$ cat src/logic/capture_compare_pkg.sv
// Purpose: shared constants of the two-channel capture/compare block
// Assumes: 32-bit APB data, one word per register
// Notes:   offsets are byte addresses inside the block's window
package capture_compare_pkg;

  // ----------------------------------------------------------------
  // register map
  // ----------------------------------------------------------------
  localparam int          ADDR_W         = 12;
  localparam logic [11:0] CH_BASE        = 12'h00C;
  localparam logic [11:0] CH_STRIDE      = 12'h008;
  localparam logic [11:0] VALUE_OFS      = 12'h004;
  localparam logic [11:0] STATUS_ADDR    = 12'h050;

  // ----------------------------------------------------------------
  // channel status and control fields
  // ----------------------------------------------------------------
  localparam int FLAG_BIT   = 7;
  localparam int IE_BIT     = 6;
  localparam int MS_HI_BIT  = 5;
  localparam int MS_LO_BIT  = 4;
  localparam int ELS_HI_BIT = 3;
  localparam int ELS_LO_BIT = 2;
  localparam int OVF_BIT    = 8;

  // ----------------------------------------------------------------
  // field codes and reset values
  // ----------------------------------------------------------------
  localparam logic [1:0] CODE_00 = 2'h0;
  localparam logic [1:0] CODE_01 = 2'h1;
  localparam logic [1:0] CODE_10 = 2'h2;
  localparam logic [1:0] CODE_11 = 2'h3;
  localparam logic [1:0]  MODE_RESET  = 2'h0;
  localparam logic [1:0]  EDGE_RESET  = 2'h0;
  localparam logic [15:0] VALUE_RESET = 16'h0000;
  localparam logic [31:0] ALL_ONES    = 32'hFFFFFFFF;

endpackage

$ cat src/logic/timer_channel_capture_compare.sv
// Purpose: channel capture/compare logic and its APB registers
// Assumes: counter, modulo and overflow logic live outside; the counter
//          side gives a one-cycle count_tick for each counter step
// Notes:   channel pins are sampled as synchronous to pclk
//          pready is tied high, so every access takes two cycles
//          mode changes must pass through the disabled state first
//          channel n flag is mirrored at status bit n
//
// Operation
// - all-zero fields disable; 01/00 is software compare
// - input capture on rising, falling or both
// - output compare toggles, clears or sets
// - edge-aligned pwm, high- or low-true pulses
// - mode 11 pulses output low or high
// - center-aligned pwm when up-down counting on
// - up-down select: 0 up only, 1 up-down
// - channel flag set by event, write-one clears
// - event during clearing write keeps flag set
// - interrupt enable bit gates channel requests
// - disabled mode fields held until acknowledged
// - capture mode ignores channel value writes
// - compare writes buffered, extra writes dropped
// - status mirrors channel flags and overflow flag
// - writing ones to status clears channel flags
// - reserved bits read as zero
//
// Local design decisions: register access over APB and the address map.
`timescale 1ns/1ps

module timer_channel_capture_compare
  import capture_compare_pkg::*;
#(
  parameter int NCH = 2
) (
  input  wire logic              pclk,
  input  wire logic              presetn,
  input  wire logic              psel,
  input  wire logic              penable,
  input  wire logic              pwrite,
  input  wire logic [ADDR_W-1:0] paddr,
  input  wire logic [31:0]       pwdata,
  output logic      [31:0]       prdata,
  output logic                   pready,
  output logic                   pslverr,
  input  wire logic [15:0]       counter_value,
  input  wire logic              count_tick,
  input  wire logic              counter_reload,
  input  wire logic              counting_down,
  input  wire logic              updown_count_select,
  input  wire logic              counter_overflow_flag,
  input  wire logic [NCH-1:0]    channel_pin_in,
  output logic      [NCH-1:0]    channel_pin_out,
  output logic      [NCH-1:0]    channel_pin_oe_n,
  output logic      [NCH-1:0]    channel_irq
);

  // ----------------------------------------------------------------
  // bus decode
  // ----------------------------------------------------------------
  // control word of channel n; its value word sits one word above
  function automatic logic [ADDR_W-1:0] sc_addr(input int n);
    sc_addr = CH_BASE + ADDR_W'(n) * CH_STRIDE;
  endfunction

  // a write lands at the edge that ends the access cycle
  wire logic setup_phase = psel & ~penable;
  wire logic access_wr   = psel & penable & pwrite;
  wire logic status_hit  = (paddr == STATUS_ADDR);
  wire logic status_wr   = access_wr & status_hit;

  logic [NCH-1:0] sc_hit;
  logic [NCH-1:0] val_hit;
  logic [31:0]    sc_word  [NCH];
  logic [31:0]    val_word [NCH];
  logic [NCH-1:0] event_flag;
  logic [31:0]    status_word;
  logic [31:0]    read_word;
  logic           mapped;

  assign pready = 1'b1;
  // unmapped addresses answer with an error, reads return zero
  assign pslverr = psel & penable & ~mapped;

  // overflow is only mirrored; clearing it is left to the counter side
  // bits between the channel flags and the overflow bit read as zero
  assign status_word = {23'h000000, counter_overflow_flag,
                        {(8-NCH){1'b0}}, event_flag};

  // the register windows never overlap, so the order of tests is free
  always_comb begin
    read_word = 32'h00000000;
    mapped    = status_hit;
    if (status_hit) begin
      read_word = status_word;
    end
    for (int n = 0; n < NCH; n++) begin
      if (sc_hit[n]) begin
        read_word = sc_word[n];
        mapped    = 1'b1;
      end else if (val_hit[n]) begin
        read_word = val_word[n];
        mapped    = 1'b1;
      end
    end
  end

  // read data is caught in the setup cycle so it leaves a flip-flop
  // and holds through the access cycle that follows
  always_ff @(posedge pclk or negedge presetn) begin
    if (!presetn) begin
      prdata <= 32'h00000000;
    end else if (setup_phase) begin
      prdata <= read_word;
    end
  end

  // ----------------------------------------------------------------
  // channels
  // ----------------------------------------------------------------
  for (genvar n = 0; n < NCH; n++) begin : g_ch
    logic [1:0]  mode_select_pair;
    logic [1:0]  edge_level_pair;
    logic        channel_irq_enable;
    logic        disable_pending;
    logic [15:0] channel_value_field;
    logic [15:0] write_buffer;
    logic        buffer_full;
    logic        pin_prev;
    logic        pin_level;
    logic        next_pin_level;
    logic        channel_event_flag;

    // --------------------------------------------------------------
    // register decode
    // --------------------------------------------------------------
    assign sc_hit[n]  = (paddr == sc_addr(n));
    assign val_hit[n] = (paddr == sc_addr(n) + VALUE_OFS);

    wire logic sc_wr  = access_wr & sc_hit[n];
    wire logic val_wr = access_wr & val_hit[n];
    wire logic [1:0] wr_ms  = pwdata[MS_HI_BIT:MS_LO_BIT];
    wire logic [1:0] wr_els = pwdata[ELS_HI_BIT:ELS_LO_BIT];
    wire logic wr_off = (wr_ms == CODE_00) && (wr_els == CODE_00);

    // --------------------------------------------------------------
    // mode decode
    // --------------------------------------------------------------
    // updown_count_select 0 means up-only
    // field pairs outside the mode table leave the pin released
    // in mode 11 only 01 and 10 are defined; 11 leaves the pin released
    wire logic cpw    = updown_count_select;
    wire logic els_ok = (edge_level_pair == CODE_10) ||
                        (edge_level_pair == CODE_01);
    wire logic is_off = (mode_select_pair == CODE_00) &&
                        (edge_level_pair == CODE_00);
    wire logic is_swc = (mode_select_pair == CODE_01) &&
                        (edge_level_pair == CODE_00);
    wire logic is_cap = !cpw && (mode_select_pair == CODE_00) &&
                        (edge_level_pair != CODE_00);
    wire logic is_ocm = !cpw && (mode_select_pair == CODE_01) &&
                        (edge_level_pair != CODE_00);
    wire logic is_epw = !cpw && (mode_select_pair == CODE_10) &&
                        (edge_level_pair != CODE_00);
    wire logic is_pls = !cpw && (mode_select_pair == CODE_11) &&
                        els_ok;
    wire logic is_cpw = cpw && (mode_select_pair == CODE_10) &&
                        els_ok;
    wire logic drives = is_ocm | is_epw | is_pls | is_cpw;
    wire logic compares = is_swc | drives;

    // --------------------------------------------------------------
    // channel events
    // --------------------------------------------------------------
    // capture edge or counter match pin_prev resets to the
    // idle pin level, so no false edge follows reset
    // with both edge bits set either edge is captured
    // a match counts only on a counter step, never between steps
    wire logic rise  = channel_pin_in[n] & ~pin_prev;
    wire logic fall  = ~channel_pin_in[n] & pin_prev;
    wire logic cap_ev = is_cap &&
                        ((edge_level_pair[0] && rise) ||
                         (edge_level_pair[1] && fall));
    wire logic match = count_tick && compares &&
                       (counter_value == channel_value_field);
    wire logic chan_event = cap_ev | match;
    wire logic flag_clr = (sc_wr & pwdata[FLAG_BIT]) |
                          (status_wr & pwdata[n]);
    wire logic pls_idle = (edge_level_pair == CODE_10);
    wire logic low_true = edge_level_pair[0];
    // buffer moves at reload, or at the next counter step while no compare runs
    wire logic buf_load = buffer_full && count_tick &&
                          (counter_reload || !compares);

    // --------------------------------------------------------------
    // read-back, request and pin outputs
    // --------------------------------------------------------------
    // the request is a level: flag and enable together
    assign event_flag[n] = channel_event_flag;
    assign sc_word[n] = {24'h000000, event_flag[n], channel_irq_enable,
                         mode_select_pair, edge_level_pair,
                         2'b00};
    assign val_word[n] = {16'h0000, channel_value_field};
    assign channel_irq[n] = event_flag[n] & channel_irq_enable;
    assign channel_pin_out[n]  = pin_level;
    assign channel_pin_oe_n[n] = ~drives;

    // --------------------------------------------------------------
    // pin drive
    // --------------------------------------------------------------
    // the level is kept across mode changes, so a new mode starts
    // from whatever the old one left; a match outranks a reload
    // a pulse in mode 11 lasts until the next counter step
    always_comb begin
      next_pin_level = pin_level;
      if (is_ocm && match) begin
        case (edge_level_pair)
          CODE_01: next_pin_level = ~pin_level;
          CODE_10: next_pin_level = 1'b0;
          default: next_pin_level = 1'b1;
        endcase
      end else if (is_epw) begin
        if (match) begin
          next_pin_level = low_true;
        end else if (count_tick && counter_reload) begin
          next_pin_level = ~low_true;
        end
      end else if (is_pls) begin
        if (match) begin
          next_pin_level = ~pls_idle;
        end else if (count_tick) begin
          next_pin_level = pls_idle;
        end
      end else if (is_cpw && match) begin
        next_pin_level = counting_down ^ low_true;
      end
    end

    // --------------------------------------------------------------
    // control register
    // --------------------------------------------------------------
    // interrupt enable follows every control write, even one that
    // waits for its disable to be acknowledged
    // a disable keeps the fields so software can see it is pending
    always_ff @(posedge pclk or negedge presetn) begin
      if (!presetn) begin
        mode_select_pair   <= MODE_RESET;
        edge_level_pair    <= EDGE_RESET;
        channel_irq_enable <= 1'b0;
        disable_pending    <= 1'b0;
        channel_event_flag <= 1'b0;
        pin_prev           <= 1'b0;
        pin_level          <= 1'b0;
      end else begin
        pin_prev  <= channel_pin_in[n];
        pin_level <= next_pin_level;
        // a new event outweighs a clearing write
        channel_event_flag <= chan_event | (channel_event_flag & ~flag_clr);
        if (sc_wr) begin
          channel_irq_enable <= pwdata[IE_BIT];
        end
        // a disable is acknowledged on the next counter step
        // a non-zero write takes effect at once and drops the wait
        if (sc_wr && wr_off && !is_off) begin
          disable_pending <= 1'b1;
        end else if (sc_wr) begin
          disable_pending  <= 1'b0;
          mode_select_pair <= wr_ms;
          edge_level_pair  <= wr_els;
        end else if (disable_pending && count_tick) begin
          disable_pending  <= 1'b0;
          mode_select_pair <= CODE_00;
          edge_level_pair  <= CODE_00;
        end
      end
    end

    // --------------------------------------------------------------
    // channel value
    // --------------------------------------------------------------
    // capture outranks a buffered load; entering capture drops the buffer at the
    // end of the first capture cycle, so a counter step in that cycle still loads a stale compare value
    // a value written in a compare mode waits for the next reload
    always_ff @(posedge pclk or negedge presetn) begin
      if (!presetn) begin
        channel_value_field <= VALUE_RESET;
        write_buffer        <= VALUE_RESET;
        buffer_full         <= 1'b0;
      end else begin
        if (cap_ev) begin
          channel_value_field <= counter_value;
        end else if (buf_load) begin
          channel_value_field <= write_buffer;
        end
        // whole 16-bit value taken from one access
        if (val_wr && !is_cap && !buffer_full) begin
          write_buffer <= pwdata[15:0];
          buffer_full  <= 1'b1;
        end else if (buf_load || is_cap) begin
          buffer_full <= 1'b0;
        end
      end
    end
  end

endmodule

$ cat config.mk
export PLATFORM = sky130hd
export DESIGN_NAME = timer_channel_capture_compare
export DESIGN_NICKNAME = d
export VERILOG_FILES = /design/src/logic/capture_compare_pkg.sv /design/src/logic/timer_channel_capture_compare.sv
export SDC_FILE = /design/constraint.sdc
export NUM_CORES = 1
export LEC_CHECK = 0
export ABC_AREA = 1
export BUFFER_PORTS_ARGS = -buffer_cell sky130_fd_sc_hd__buf_2
export CAP_MARGIN = 20
export CORE_UTILIZATION = 35
export CTS_CLUSTER_SIZE = 28
export DETAILED_ROUTE_END_ITERATION = 6
export PLACE_DENSITY = 0.54
export SLEW_MARGIN = 20
export SYNTH_ARGS = -nofsm -noshare
export SYNTH_HDL_FRONTEND = slang
export SYNTH_SLANG_ARGS = --single-unit
$ cat constraint.sdc
create_clock -name pclk -period 1.8 [get_ports pclk]
set_input_delay 0.09 -clock pclk [delete_from_list [all_inputs] [get_ports pclk]]
set_output_delay 0.09 -clock pclk [all_outputs]
set_load 0.01 [all_outputs]
==> impl_results.md, run 1 <==
* Area of placed instances at 7236 µm²
* Synth async-reset ratio at 100.0%
* Detailed Route WL at 20.90 mm
* First-pass iteration count of the detailed router at 5
* Via-to-Cell Ratio at 4.965
* Net Sw Power at 1.384 mW
* Overflow after GRT at 0
* DRC Markers at 0
* Die Y at 134.3 µm
* H-Tree Depth at 3
* Register area at 2504 µm²
* Starting DRT DRC Count at 513
* Flop pwr share at 48.1%
* Pin count of the biggest net entering global routing at 38
* FILL cells at 1,747
* Inst Count DP at 1,200
* Headroom to the max-slew limit at 61.95%
* # setup viols final at 20
* Synth Area in Compound Gates at 15.63%
* Vias in the first global route at 5,605
* Final Total Pwr at 4.883 mW
* Top_reg_cell synth: dfrtp_1
* Num CTS Buffers at 9
* Worst-path clk slew at 0.07 ns
* WL/cell at 16.79 µm
* Die X at 134.3 µm
* CTS tree: built
* FF-to-FF path depth at 12
* Crit end category: register
* Mean post-synth cell area at 7.182 µm²
* Layout cells sized above 1 at 28.82%
* Cell taking the most area after synthesis: dfrtp_1
* Setup CP Type: reg -> reg
* Yosys top cell area share at 40.85%
* Ports at 112
* Post-route ant nets at 0
* Crit path cell chain: inv_2, ha_4, nand2_4, nor2_2, nor2_4, nand3_2, inv_2, o211ai_4, nand2_8, clkbuf_16, nand2_2, o21ai_1
* Nets at 1,093
* RSZ-0062 raised after global routing: yes
* CP Depth at 12
* Hold depth at 3
* Main area contributors after synthesis: dfrtp_1 41%, nand2_1 18%, inv_1 6.9%, o21ai_0 5.9%, nand3_1 2.9%
* Design area at 8289 µm²
* Final hold viol count at 0
* Row count at 48
* Initial Util at 35.66%
* Netlist cell types at 45
* Synth warnings at 0
* Core footprint at 17,180 µm²
* PwrDens at 589.0 nW/µm²
* GPL Wtd Cong at 0.9330
* Global-route wire length before repair at 31.02 mm
* Least-Margin Pin Slew at 0.5636 ns
* Fin cells at 1,245
* Final worst slack at -0.1341 ns
* CP delay by family, top: simple AND/OR/NAND/NOR gates
* Diodes inserted at 0
* Clk sinks at 100
* Clock Tree Buf Depth at 2
* Simple-gate portion of the synthesized area at 29.55%
* Worst path most repeated cell: inv_2
* Worst Skew at 0.006619 ns
* CP bufs+invs at 3
* Worst hold path class: in -> reg
* P&R area growth vs syn at 35.31%
* Largest family of logic cells by synthesized area: simple AND/OR/NAND/NOR gates
* Startpoint types: register
* Post-synthesis adder-cell area fraction at 1.225%
* Xor-xnor portion of the synthesized cell area at 0.8578%
* Initial antenna violation count at 0
* Full die area at 18,040 µm²
* CP Data Required Time at 2.04 ns
* Syn Std Cell Area at 6126 µm²
* Cell Int Power at 3.498 mW
* Pleak at 4.288 nW
* Root Buffer: clkbuf_16
* Via count at 6,182
* Critical path fanouts, max at 7
* Sequential area share after synthesis at 40.85%
* Mux share of post-synthesis cell area at 0%
* Switch share at 28.35%
* Failing checks: setup timing
* Clk_lat worst skew at 0.36 ns
* Slew Limit Fails at 0
* Detailed Place HPWL at 15.34 mm
* Combinational share of power at 13.9%
* Crit-path max cell delay at 0.37 ns
* FF+latch count, synth at 100
* Utilization after layout at 48.26%
* Maximum VDD drop at 0.4612 mV
* Area of the multi-input gates at 3354 µm²
* Clock share of power at 38.0%
* Port bufs at 78
* Max Cap Violations at 0
* Max Clk Rate at 517.0 MHz
* Critical Path AT at 2.18 ns
* Crit share post-route at 107.4%
* Worst path slowest cell: dfrtp_1
* Status: finished with violations
* Post-Synthesis Cells at 853
* GRT Overall Usage at 22.77%
* Fin crit period at 1.934 ns
* EDFF count, synth at 0
-- cells in the mapped netlist, types with 3 or more instances --
cell type  number
a21oi_1        16
nand2_1       286
xnor2_1         6
nor3_1         10
inv_1         113
a22o_1          7
ha_1            6
nand3_1        36
o22ai_1        15
dfrtp_1       100
o21ai_0        72
nand2_2         4
inv_2           5
buf_2          11
buf_6           5
o21ai_1        31
o21ai_2        13
nand4_1        13
buf_4          20
nor2_1         46
nor2_2          3
-- final cells by class --
type	count	share of cell area (%)
flip-flops and latches	100	30.20
multi-input cells	610	40.47
clock buffers	11	2.808
clock inverters	5	0.4528
well taps	225	3.396
repair buffers	175	17.25
inverters	119	5.419
-- tightest hold or removal path: stages --
cell and delay [ns]:
buf_2 0.10, inv_1 0.08, o21ai_2 0.06
-- kinds of logic after synthesis --
kind of cell,count (synthesis)
and+or+nand+nor,416
AOI/OAI and AO/OA,165
buffers and inverters,158
DFF,100
xor gates and xnor gates,6
adders and majority gates,6
other,2
-- what timing repair did --
action,CTS,global route
hold buffers,6,0
gates resized for setup,42,97
hold endpoints to repair,35,0
pin swaps,7,8
buffers inserted,11,6
endpoints found under the setup margin,35,38
cloned,3,6
-- path summary, 6_finish.rpt --
| check | start | slack (ns) | end |
|---|---|---|---|
| setup reg to reg | g_ch[1].edge_level_pair[0] | -0.13 | g_ch[1].channel_value_field[0] |
| hold reg to reg | prdata[3] | 0.48 | prdata[3] |
| min in group asynchronous | presetn | 0.22 | prdata[5] |
| hold / removal | pwdata[9] | 0.007 | g_ch[0].write_buffer[9] |
| setup / recovery | g_ch[1].edge_level_pair[0] | -0.13 | g_ch[1].channel_value_field[0] |
| max in group asynchronous | presetn | 1.01 | prdata[0] |
-- registers in the layout, indices dropped and copies added, names as in the netlist --
name,flops
g_ch.pin_level,2
g_ch.pin_prev,2
g_ch.channel_value_field,32
g_ch.disable_pending,2
g_ch.buffer_full,2
g_ch.edge_level_pair,4
prdata,16
g_ch.channel_event_flag,2
g_ch.write_buffer,32
g_ch.channel_irq_enable,2
g_ch.mode_select_pair,4
-- per-layer routing --
layer / GRT usage [%] / up-vias / part of all wire, %
li1: - / 3048 / -
met1: 32.73 / 2879 / 46
met2: 35.55 / 221 / 46
met3: 2.268 / 34 / 5.3
met4: 7.928 / 0 / 2.6
met5: 0 / - / 0
-- placed cells by master, fill, tap and decap left out, types with 5 or more instances in the layout --
cell type      synthesis  layout
a21oi_1               16      15
a22o_1                 7       7
buf_12                 0      11
buf_2                 11      77
buf_4                 20      68
buf_6                  5       5
clkbuf_16              0      13
conb_1                 2      17
dfrtp_1              100      99
dlygate4sd3_1          0       6
inv_1                113     107
inv_2                  5      10
nand2_1              286     255
nand2_2                4      21
nand2_4                1      13
nand3_1               36      31
nand4_1               13      13
nor2_1                46      30
nor2_2                 3      10
nor2_4                 0       9
nor3_1                10       8
o21ai_0               72      39
o21ai_1               31      54
o21ai_2               13      23
o22ai_1               15      15
xnor2_1                6       6
-- power by group through the flow --
stage	Sequential, mW	Clock (mW)	Combinational (mW)
6_report	2.35	1.86	0.678
5_1_grt	2.35	1.97	0.747
4_1_cts	2.34	1.89	0.630
3_5_place_dp	2.39	0	0.604
3_3_place_gp	2.39	0	0.603
2_1_floorplan	2.38	0	0.332
-- metrics by stage --
stage               worst slack (ns)  hold WS (ns)    TNS [ns]
floorplan                 -0.0006511       -0.2056  -0.0006511
global placement             -0.1207       0.06354      -1.995
detailed placement           -0.1778       0.06628      -2.700
CTS                         -0.04734      0.007142     -0.3158
global route                 -0.1976       0.02305      -3.956
finish                       -0.1341      0.006911      -1.899
Note: power is estimated with default switching activity, not from simulation.
==> run 2: changes to the inputs <==
Settings changed: GPL_TIMING_DRIVEN from default to 0, RECOVER_POWER from default to 25.
==> run 2 against run 1 <==
Effect of this change: the flow finishes with violations (DRC, setup timing); total power rose by 3.1%; cell area fell by 1.7%; clock-buffer cell count stayed put; via count decreased by 1.2%; worst hold slack is essentially flat; final cell count is 1.2% lower; die area is the same; non-clock buffer count decreased by 15; sequential share of layout area grew 0.55 points; critical path depth is the same; wire length shrank 0.48%; register-to-register slack about the same.
==> impl_results.md, run 2 (synthesized netlist as in run 1, its figures left out) <==
* Hold WS at 0.007120 ns (+0.0002094 ns)
* Fin cells at 1,230 (-1.2%)
* Via count at 6,109 (-1.2%)
* Full die area at 18,040 µm² (unchanged)
* Ports at 112 (unchanged)
* Flop pwr share at 46.7% (-1.4 points)
* Die X at 134.3 µm (unchanged)
* Core footprint at 17,180 µm² (unchanged)
* Nets at 1,078 (-1.4%)
* Pin count of the biggest net entering global routing at 79 (+110%)
* Pleak at 4.264 nW (-0.55%)
* Largest regs: g_ch.channel_value_field: 32 flops, g_ch.write_buffer: 32 flops, prdata: 16 flops
* # setup viols final at 34 (+70%)
* Commonest non-fill, non-tap cell in the layout: nand2_1
* Maximum VDD drop at 0.4188 mV (-9.2%)
* CTS tree: built
* Critical path fanouts, max at 7 (unchanged)
* Clock share of power at 40.4% (+2.4 points)
* Overflow after GRT at 0 (unchanged)
* Worst hold path class: in -> reg
* Worst Skew at 0.009904 ns (+0.003286 ns)
* GPL Wtd Cong at 0.9308 (-0.24%)
* Detailed Place HPWL at 15.54 mm (+1.3%)
* Max Clk Rate at 518.4 MHz (+0.26%)
* Status: finished with violations
* Setup TNS at -2.296 ns (-0.3971 ns)
* Detailed Route WL at 20.80 mm (-0.48%)
* Initial antenna violation count at 0 (unchanged)
* Port bufs at 78 (unchanged)
* DRC Markers at 1 (+1)
* Design area at 8148 µm² (-1.7%)
* Clk_lat worst skew at 0.35 ns (about the same)
* Num CTS Buffers at 9 (unchanged)
* Die Y at 134.3 µm (unchanged)
* Setup WS pre-CTS at -0.5863 ns (-0.4084 ns)
* Post-route ant nets at 0 (unchanged)
* Combinational share of power at 12.9% (-1.0 points)
* Layout cells sized above 1 at 28.96% (+0.13 points)
* PwrDens at 618.0 nW/µm² (+4.9%)
* Initial Util at 35.66% (unchanged)
* Clock Tree Buf Depth at 2 (unchanged)
* P&R area growth vs syn at 33.01%
* Max Cap Violations at 0 (unchanged)
* Least-Margin Pin Slew at 1.435 ns (+0.8712 ns)
* Crit share post-route at 107.2% (-0.28 points)
* CP Data Required Time at 2.04 ns (about the same)
* Cell Int Power at 3.657 mW (+4.5%)
* Via-to-Cell Ratio at 4.967 (about the same)
* Inst Count DP at 1,172 (-2.3%)
* Failing checks: DRC, setup timing
* Vias in the first global route at 5,797 (+3.4%)
* Area of the multi-input gates at 3420 µm² (+1.9%)
* WL/cell at 16.91 µm (+0.73%)
* Startpoint types: register
* Clk sinks at 100 (unchanged)
* Fin crit period at 1.929 ns (-0.005023 ns)
* Setup CP Type: reg -> reg
* Final worst slack at -0.1291 ns (+0.005023 ns)
* H-Tree Depth at 3 (unchanged)
* Register area at 2506 µm² (about the same)
* Final hold viol count at 0 (unchanged)
* Row count at 48 (unchanged)
* R2R Setup Slk at -0.13 ns (about the same)
* Crit end category: register
* FILL cells at 1,761 (+0.80%)
* Most frequent cells in the layout: 250 x nand2_1, 104 x inv_1, 97 x dfrtp_1
* Area of placed instances at 6937 µm² (-4.1%)
* First-pass iteration count of the detailed router at 7 (+2)
* Net Sw Power at 1.379 mW (-0.41%)
* Diodes inserted at 0 (unchanged)
* Worst-path clk slew at 0.07 ns (about the same)
* Slew Limit Fails at 0 (unchanged)
* Headroom to the max-slew limit at 4.352% (-58 points)
* Global-route wire length before repair at 31.70 mm (+2.2%)
* RSZ-0062 raised after global routing: yes
* Switch share at 27.38% (-0.97 points)
* Starting DRT DRC Count at 453 (-12%)
* Root Buffer: clkbuf_16
* Critical Path AT at 2.17 ns (about the same)
* GRT Overall Usage at 23.39% (+0.63 points)
## run 2: changes by cell type in the layout (fill, tap and decap cells not counted), moves of 5 or more
cell | before | now
buf_4 | 68 | 48
nand2_1 | 255 | 250
buf_12 | 11 | 0
buf_8 | 1 | 8
nand2_4 | 13 | 20
buf_6 | 5 | 16
o21ai_1 | 54 | 49
o21ai_2 | 23 | 30
## run 2: cell type report
class / count / share of cell area [%]
multi-input combinational: 610 / 41.97
sequential: 100 / 30.76
timing repair buffer: 121 / 10.09
inverter: 119 / 5.482
buffer: 39 / 4.530
tap: 225 / 3.455
clock buffer: 11 / 2.979
clock inverter: 5 / 0.7371
## run 2: what timing repair did
| item | CTS | global route |
|---|---|---|
| setup buffers | 23 | 8 |
| hold buffers | 6 | 0 |
| pin swaps | 18 | 10 |
| endpoints found under the hold margin | 107 | 0 |
| endpoints found under the setup margin | 63 | 36 |
| resized for setup | 103 | 87 |
| gates cloned | 4 | 2 |
## run 2: path summary, 6_finish.rpt
check                                      startpoint  cells after the start                             end
max                        g_ch[1].edge_level_pair[1]                     12  g_ch[1].channel_value_field[5]
min                                        pwdata[15]                      3        g_ch[0].write_buffer[15]
max reg2reg                g_ch[1].edge_level_pair[1]                     12  g_ch[1].channel_value_field[5]
min reg2reg                                 prdata[0]                      2                       prdata[0]
max in group asynchronous                     presetn                      3         g_ch[1].write_buffer[5]
min in group asynchronous                     presetn                      2                       prdata[3]
## run 2: metrics by stage
step                power (mW)  utilization [%]
finish                   5.035            47.44
detailed placement       2.972            40.38
CTS                      5.041            45.75
floorplan                2.711                -
global route             5.238            47.44
global placement         2.963            40.19
## run 2: power groups by stage
stage / Clock, mW / Sequential (mW) / Combinational [mW]
after CTS: 2.06 / 2.35 / 0.632
after floorplan: 0 / 2.38 / 0.332
after global routing: 2.16 / 2.36 / 0.720
after detailed placement: 0 / 2.39 / 0.583
after global placement: 0 / 2.39 / 0.575
final: 2.04 / 2.35 / 0.649
## run 2: per-layer routing
layer	part of all wire [%]	up-vias	global-route usage [%]
met2	46	195	37.56
met1	46	2861	32.12
li1	-	3010	-
met5	0	-	0
met4	2.9	0	9.301
met3	5.1	43	2.646
## run 2: worst max-delay path, cell delays in order (launching register included)
cell	delay, ns
dfrtp_2	0.39
inv_2	0.06
ha_4	0.28
nand2_4	0.06
nor2_4	0.16
nor2_4	0.05
nand3_2	0.08
inv_2	0.07
o211ai_4	0.19
nand2_4	0.16
buf_8	0.19
nand2_2	0.06
o21ai_1	0.06
==> run 3: changes to the inputs <==
Settings changed: REMOVE_ABC_BUFFERS from default to 1.
==> run 3 against run 2 <==
Effect of this change: the run ends with setup timing left; cell area increased by 2.5%; first-iteration DRC count increased by 34%; worst setup slack improved by 0.0020 ns; final cell count decreased by 1.2%; clock power increased by 4%; sequential cell count unchanged; utilization increased by 1.2 points; clock skew decreased by 0.00071 ns; non-clock buffer count decreased by 32; critical path depth unchanged; clock-buffer cell count increased by 1; via count increased by 5.4%.
==> impl_results.md, run 3 (synthesized netlist as in run 1, its figures left out) <==
* Max Clk Rate at 518.9 MHz (+0.10%)
* Headroom to the max-slew limit at 43.86% (+40 points)
* Failing checks: setup timing
* R2R Setup Slk at -0.13 ns (about the same)
* Critical Path AT at 2.16 ns (about the same)
* Core footprint at 17,180 µm² (unchanged)
* Commonest non-fill, non-tap cell in the layout: nand2_1
* Post-route ant nets at 0 (unchanged)
* Full die area at 18,040 µm² (unchanged)
* Max Cap Violations at 0 (unchanged)
* Worst hold path class: in -> reg
* Area of the multi-input gates at 3897 µm² (+14%)
* DRC Markers at 0 (-1)
* Nets at 1,063 (-1.4%)
* Hold WS at 0.03780 ns (+0.03068 ns)
* Port bufs at 78 (unchanged)
* FILL cells at 1,705 (-3.2%)
* Area of placed instances at 6616 µm² (-4.6%)
* CP Data Required Time at 2.04 ns (about the same)
* Met1 Use GR at 33.23% (+1.1 points)
* Pin count of the biggest net entering global routing at 69 (-13%)
* GRT Overall Usage at 25.13% (+1.7 points)
* Via count at 6,436 (+5.4%)
* Register area at 2506 µm² (unchanged)
* Initial antenna violation count at 0 (unchanged)
* GPL Wtd Cong at 0.9455 (+1.6%)
* Vias in the first global route at 5,909 (+1.9%)
* RSZ-0062 raised after global routing: yes
* Crit share post-route at 107.1% (-0.11 points)
* Crit end category: register
* P&R area growth vs syn at 36.29%
* Most frequent cells in the layout: 239 x nand2_1, 104 x inv_1, 97 x dfrtp_1
* WL/cell at 18.81 µm (+11%)
* Fin crit period at 1.927 ns (-0.002016 ns)
* Status: finished with violations
* Setup CP Type: reg -> reg
* Clk sinks at 100 (unchanged)
* First-pass iteration count of the detailed router at 5 (-2)
* Detailed Route WL at 22.86 mm (+9.9%)
* Least-Margin Pin Slew at 0.8422 ns (-0.5926 ns)
* Layout cells sized above 1 at 30.10% (+1.1 points)
* Initial Util at 35.66% (unchanged)
* Die Y at 134.3 µm (unchanged)
* Diodes inserted at 0 (unchanged)
* Detailed Place HPWL at 13.52 mm (-13%)
* PwrDens at 618.6 nW/µm² (about the same)
* Via-to-Cell Ratio at 5.297 (+6.7%)
* Overflow after GRT at 0 (unchanged)
* Worst-path clk slew at 0.07 ns (about the same)
* Design area at 8349 µm² (+2.5%)
* Final hold viol count at 0 (unchanged)
* Worst hold endpoint: g_ch[0].channel_irq_enable
* Clk_lat worst skew at 0.36 ns (about the same)
* Pleak at 4.202 nW (-1.5%)
* Setup WS pre-CTS at -1.549 ns (-0.9630 ns)
* Worst r2r src: g_ch[1].edge_level_pair[0]
* Reg-to-Reg End: g_ch[1].channel_value_field[6]
* Largest regs: g_ch.channel_value_field: 32 flops, g_ch.write_buffer: 32 flops, prdata: 16 flops
* Num CTS Buffers at 9 (unchanged)
* CTS tree: built
* Starting DRT DRC Count at 605 (+34%)
* Critical path fanouts, max at 8 (+1)
* Worst Skew at 0.009193 ns (-0.0007119 ns)
* Ports at 112 (unchanged)
* Global-route wire length before repair at 33.75 mm (+6.5%)
* Final worst slack at -0.1270 ns (+0.002016 ns)
* Clock Tree Buf Depth at 2 (unchanged)
* Final Total Pwr at 5.165 mW (+2.6%)
* Worst hold path startpoint: pwdata[6]
* Root Buffer: clkbuf_16
* FF-to-FF path depth at 12 (unchanged)
* # setup viols final at 34 (unchanged)
* Hold depth at 3 (unchanged)
* Most Crowded Layer GR: met2
* Die X at 134.3 µm (unchanged)
* Row count at 48 (unchanged)
* Maximum VDD drop at 0.4470 mV (+6.7%)
* Startpoint types: register
* Met3 usage at 5.669% (+3.0 points)
* H-Tree Depth at 3 (unchanged)
* Slew Limit Fails at 0 (unchanged)
* Met2 usage at 39.93% (+2.4 points)
run 3: changes by cell type in the layout (fill, tap and decap cells not counted), sizes merged:
cell | previous run | this run
clkinvlp | 1 | 0
dlygate4sd3 | 6 | 11
nand2 | 291 | 306
nand4 | 15 | 17
inv | 119 | 118
clkbuf | 16 | 15
buf | 149 | 114
bufinv | 1 | 2
run 3: area by class of cell:
type | instances | share of cell area [%]
sequential | 100 | 30.02
clock inverter | 4 | 0.8842
clock buffer | 12 | 2.832
tap | 225 | 3.372
inverter | 119 | 5.440
multi-input combinational | 627 | 46.68
timing repair buffer | 128 | 10.77
run 3: power breakdown:
group / switching, mW / internal, mW / total [mW]
registers: 0.0513 / 2.31 / 2.36
clock network: 0.902 / 1.22 / 2.12
logic: 0.469 / 0.215 / 0.684
total: 1.42 / 3.74 / 5.16
run 3: through the flow:
step                      util [%]  instances  setup TNS (ns)
after floorplan                  -        829          -15.97
after global placement       38.31       1132         -119.89
after detailed placement     38.52       1133          -52.54
after CTS                    45.24       1197          -1.330
after global routing         48.61       1215          -5.440
final                        48.61       1215          -3.019
run 3: metal layers:
metal  vias to the layer above  wire [µm]  part of all wire [%]
li1                       3018          -                     -
met1                      3043       9796                    43
met2                       310      10350                    45
met3                        65       1841                   8.1
met4                         0        865                   3.8
met5                         -          0                     0
run 3: how the worst max path moves through the flow:
stage	start	end	slack, ns	depth (start not counted)
3_5_place_dp	g_ch[1].edge_level_pair[0]	g_ch[1].channel_value_field[9]	-1.55	11
5_1_grt	g_ch[1].edge_level_pair[1]	g_ch[1].channel_value_field[9]	-0.19	12
4_1_cts	g_ch[0].edge_level_pair[0]	channel_pin_oe_n[0]	-0.07	11
3_3_place_gp	g_ch[1].edge_level_pair[0]	g_ch[1].channel_value_field[0]	-1.60	11
2_1_floorplan	g_ch[1].edge_level_pair[0]	g_ch[1].channel_value_field[6]	-0.58	11
6_report	g_ch[1].edge_level_pair[0]	g_ch[1].channel_value_field[6]	-0.13	12
run 3: critical path, cell delays in order (launching register included):
cell,delay (ns)
dfrtp_2,0.38
inv_2,0.06
ha_4,0.28
nand2_4,0.07
nor2_4,0.16
nor2_4,0.05
nand3_4,0.11
inv_4,0.06
o211ai_4,0.18
buf_6,0.18
nand2_8,0.12
nor2_4,0.11
a31oi_1,0.05
run 3: what timing repair did:
| action | 4_1_cts | 5_1_grt |
|---|---|---|
| gates cloned | 12 | 5 |
| gates resized for setup | 111 | 134 |
| buffers inserted | 26 | 13 |
| endpoints found under the setup margin | 72 | 71 |
| pin swaps | 31 | 29 |
| endpoints found under the hold margin | 45 | 0 |
| hold buffers | 11 | 0 |
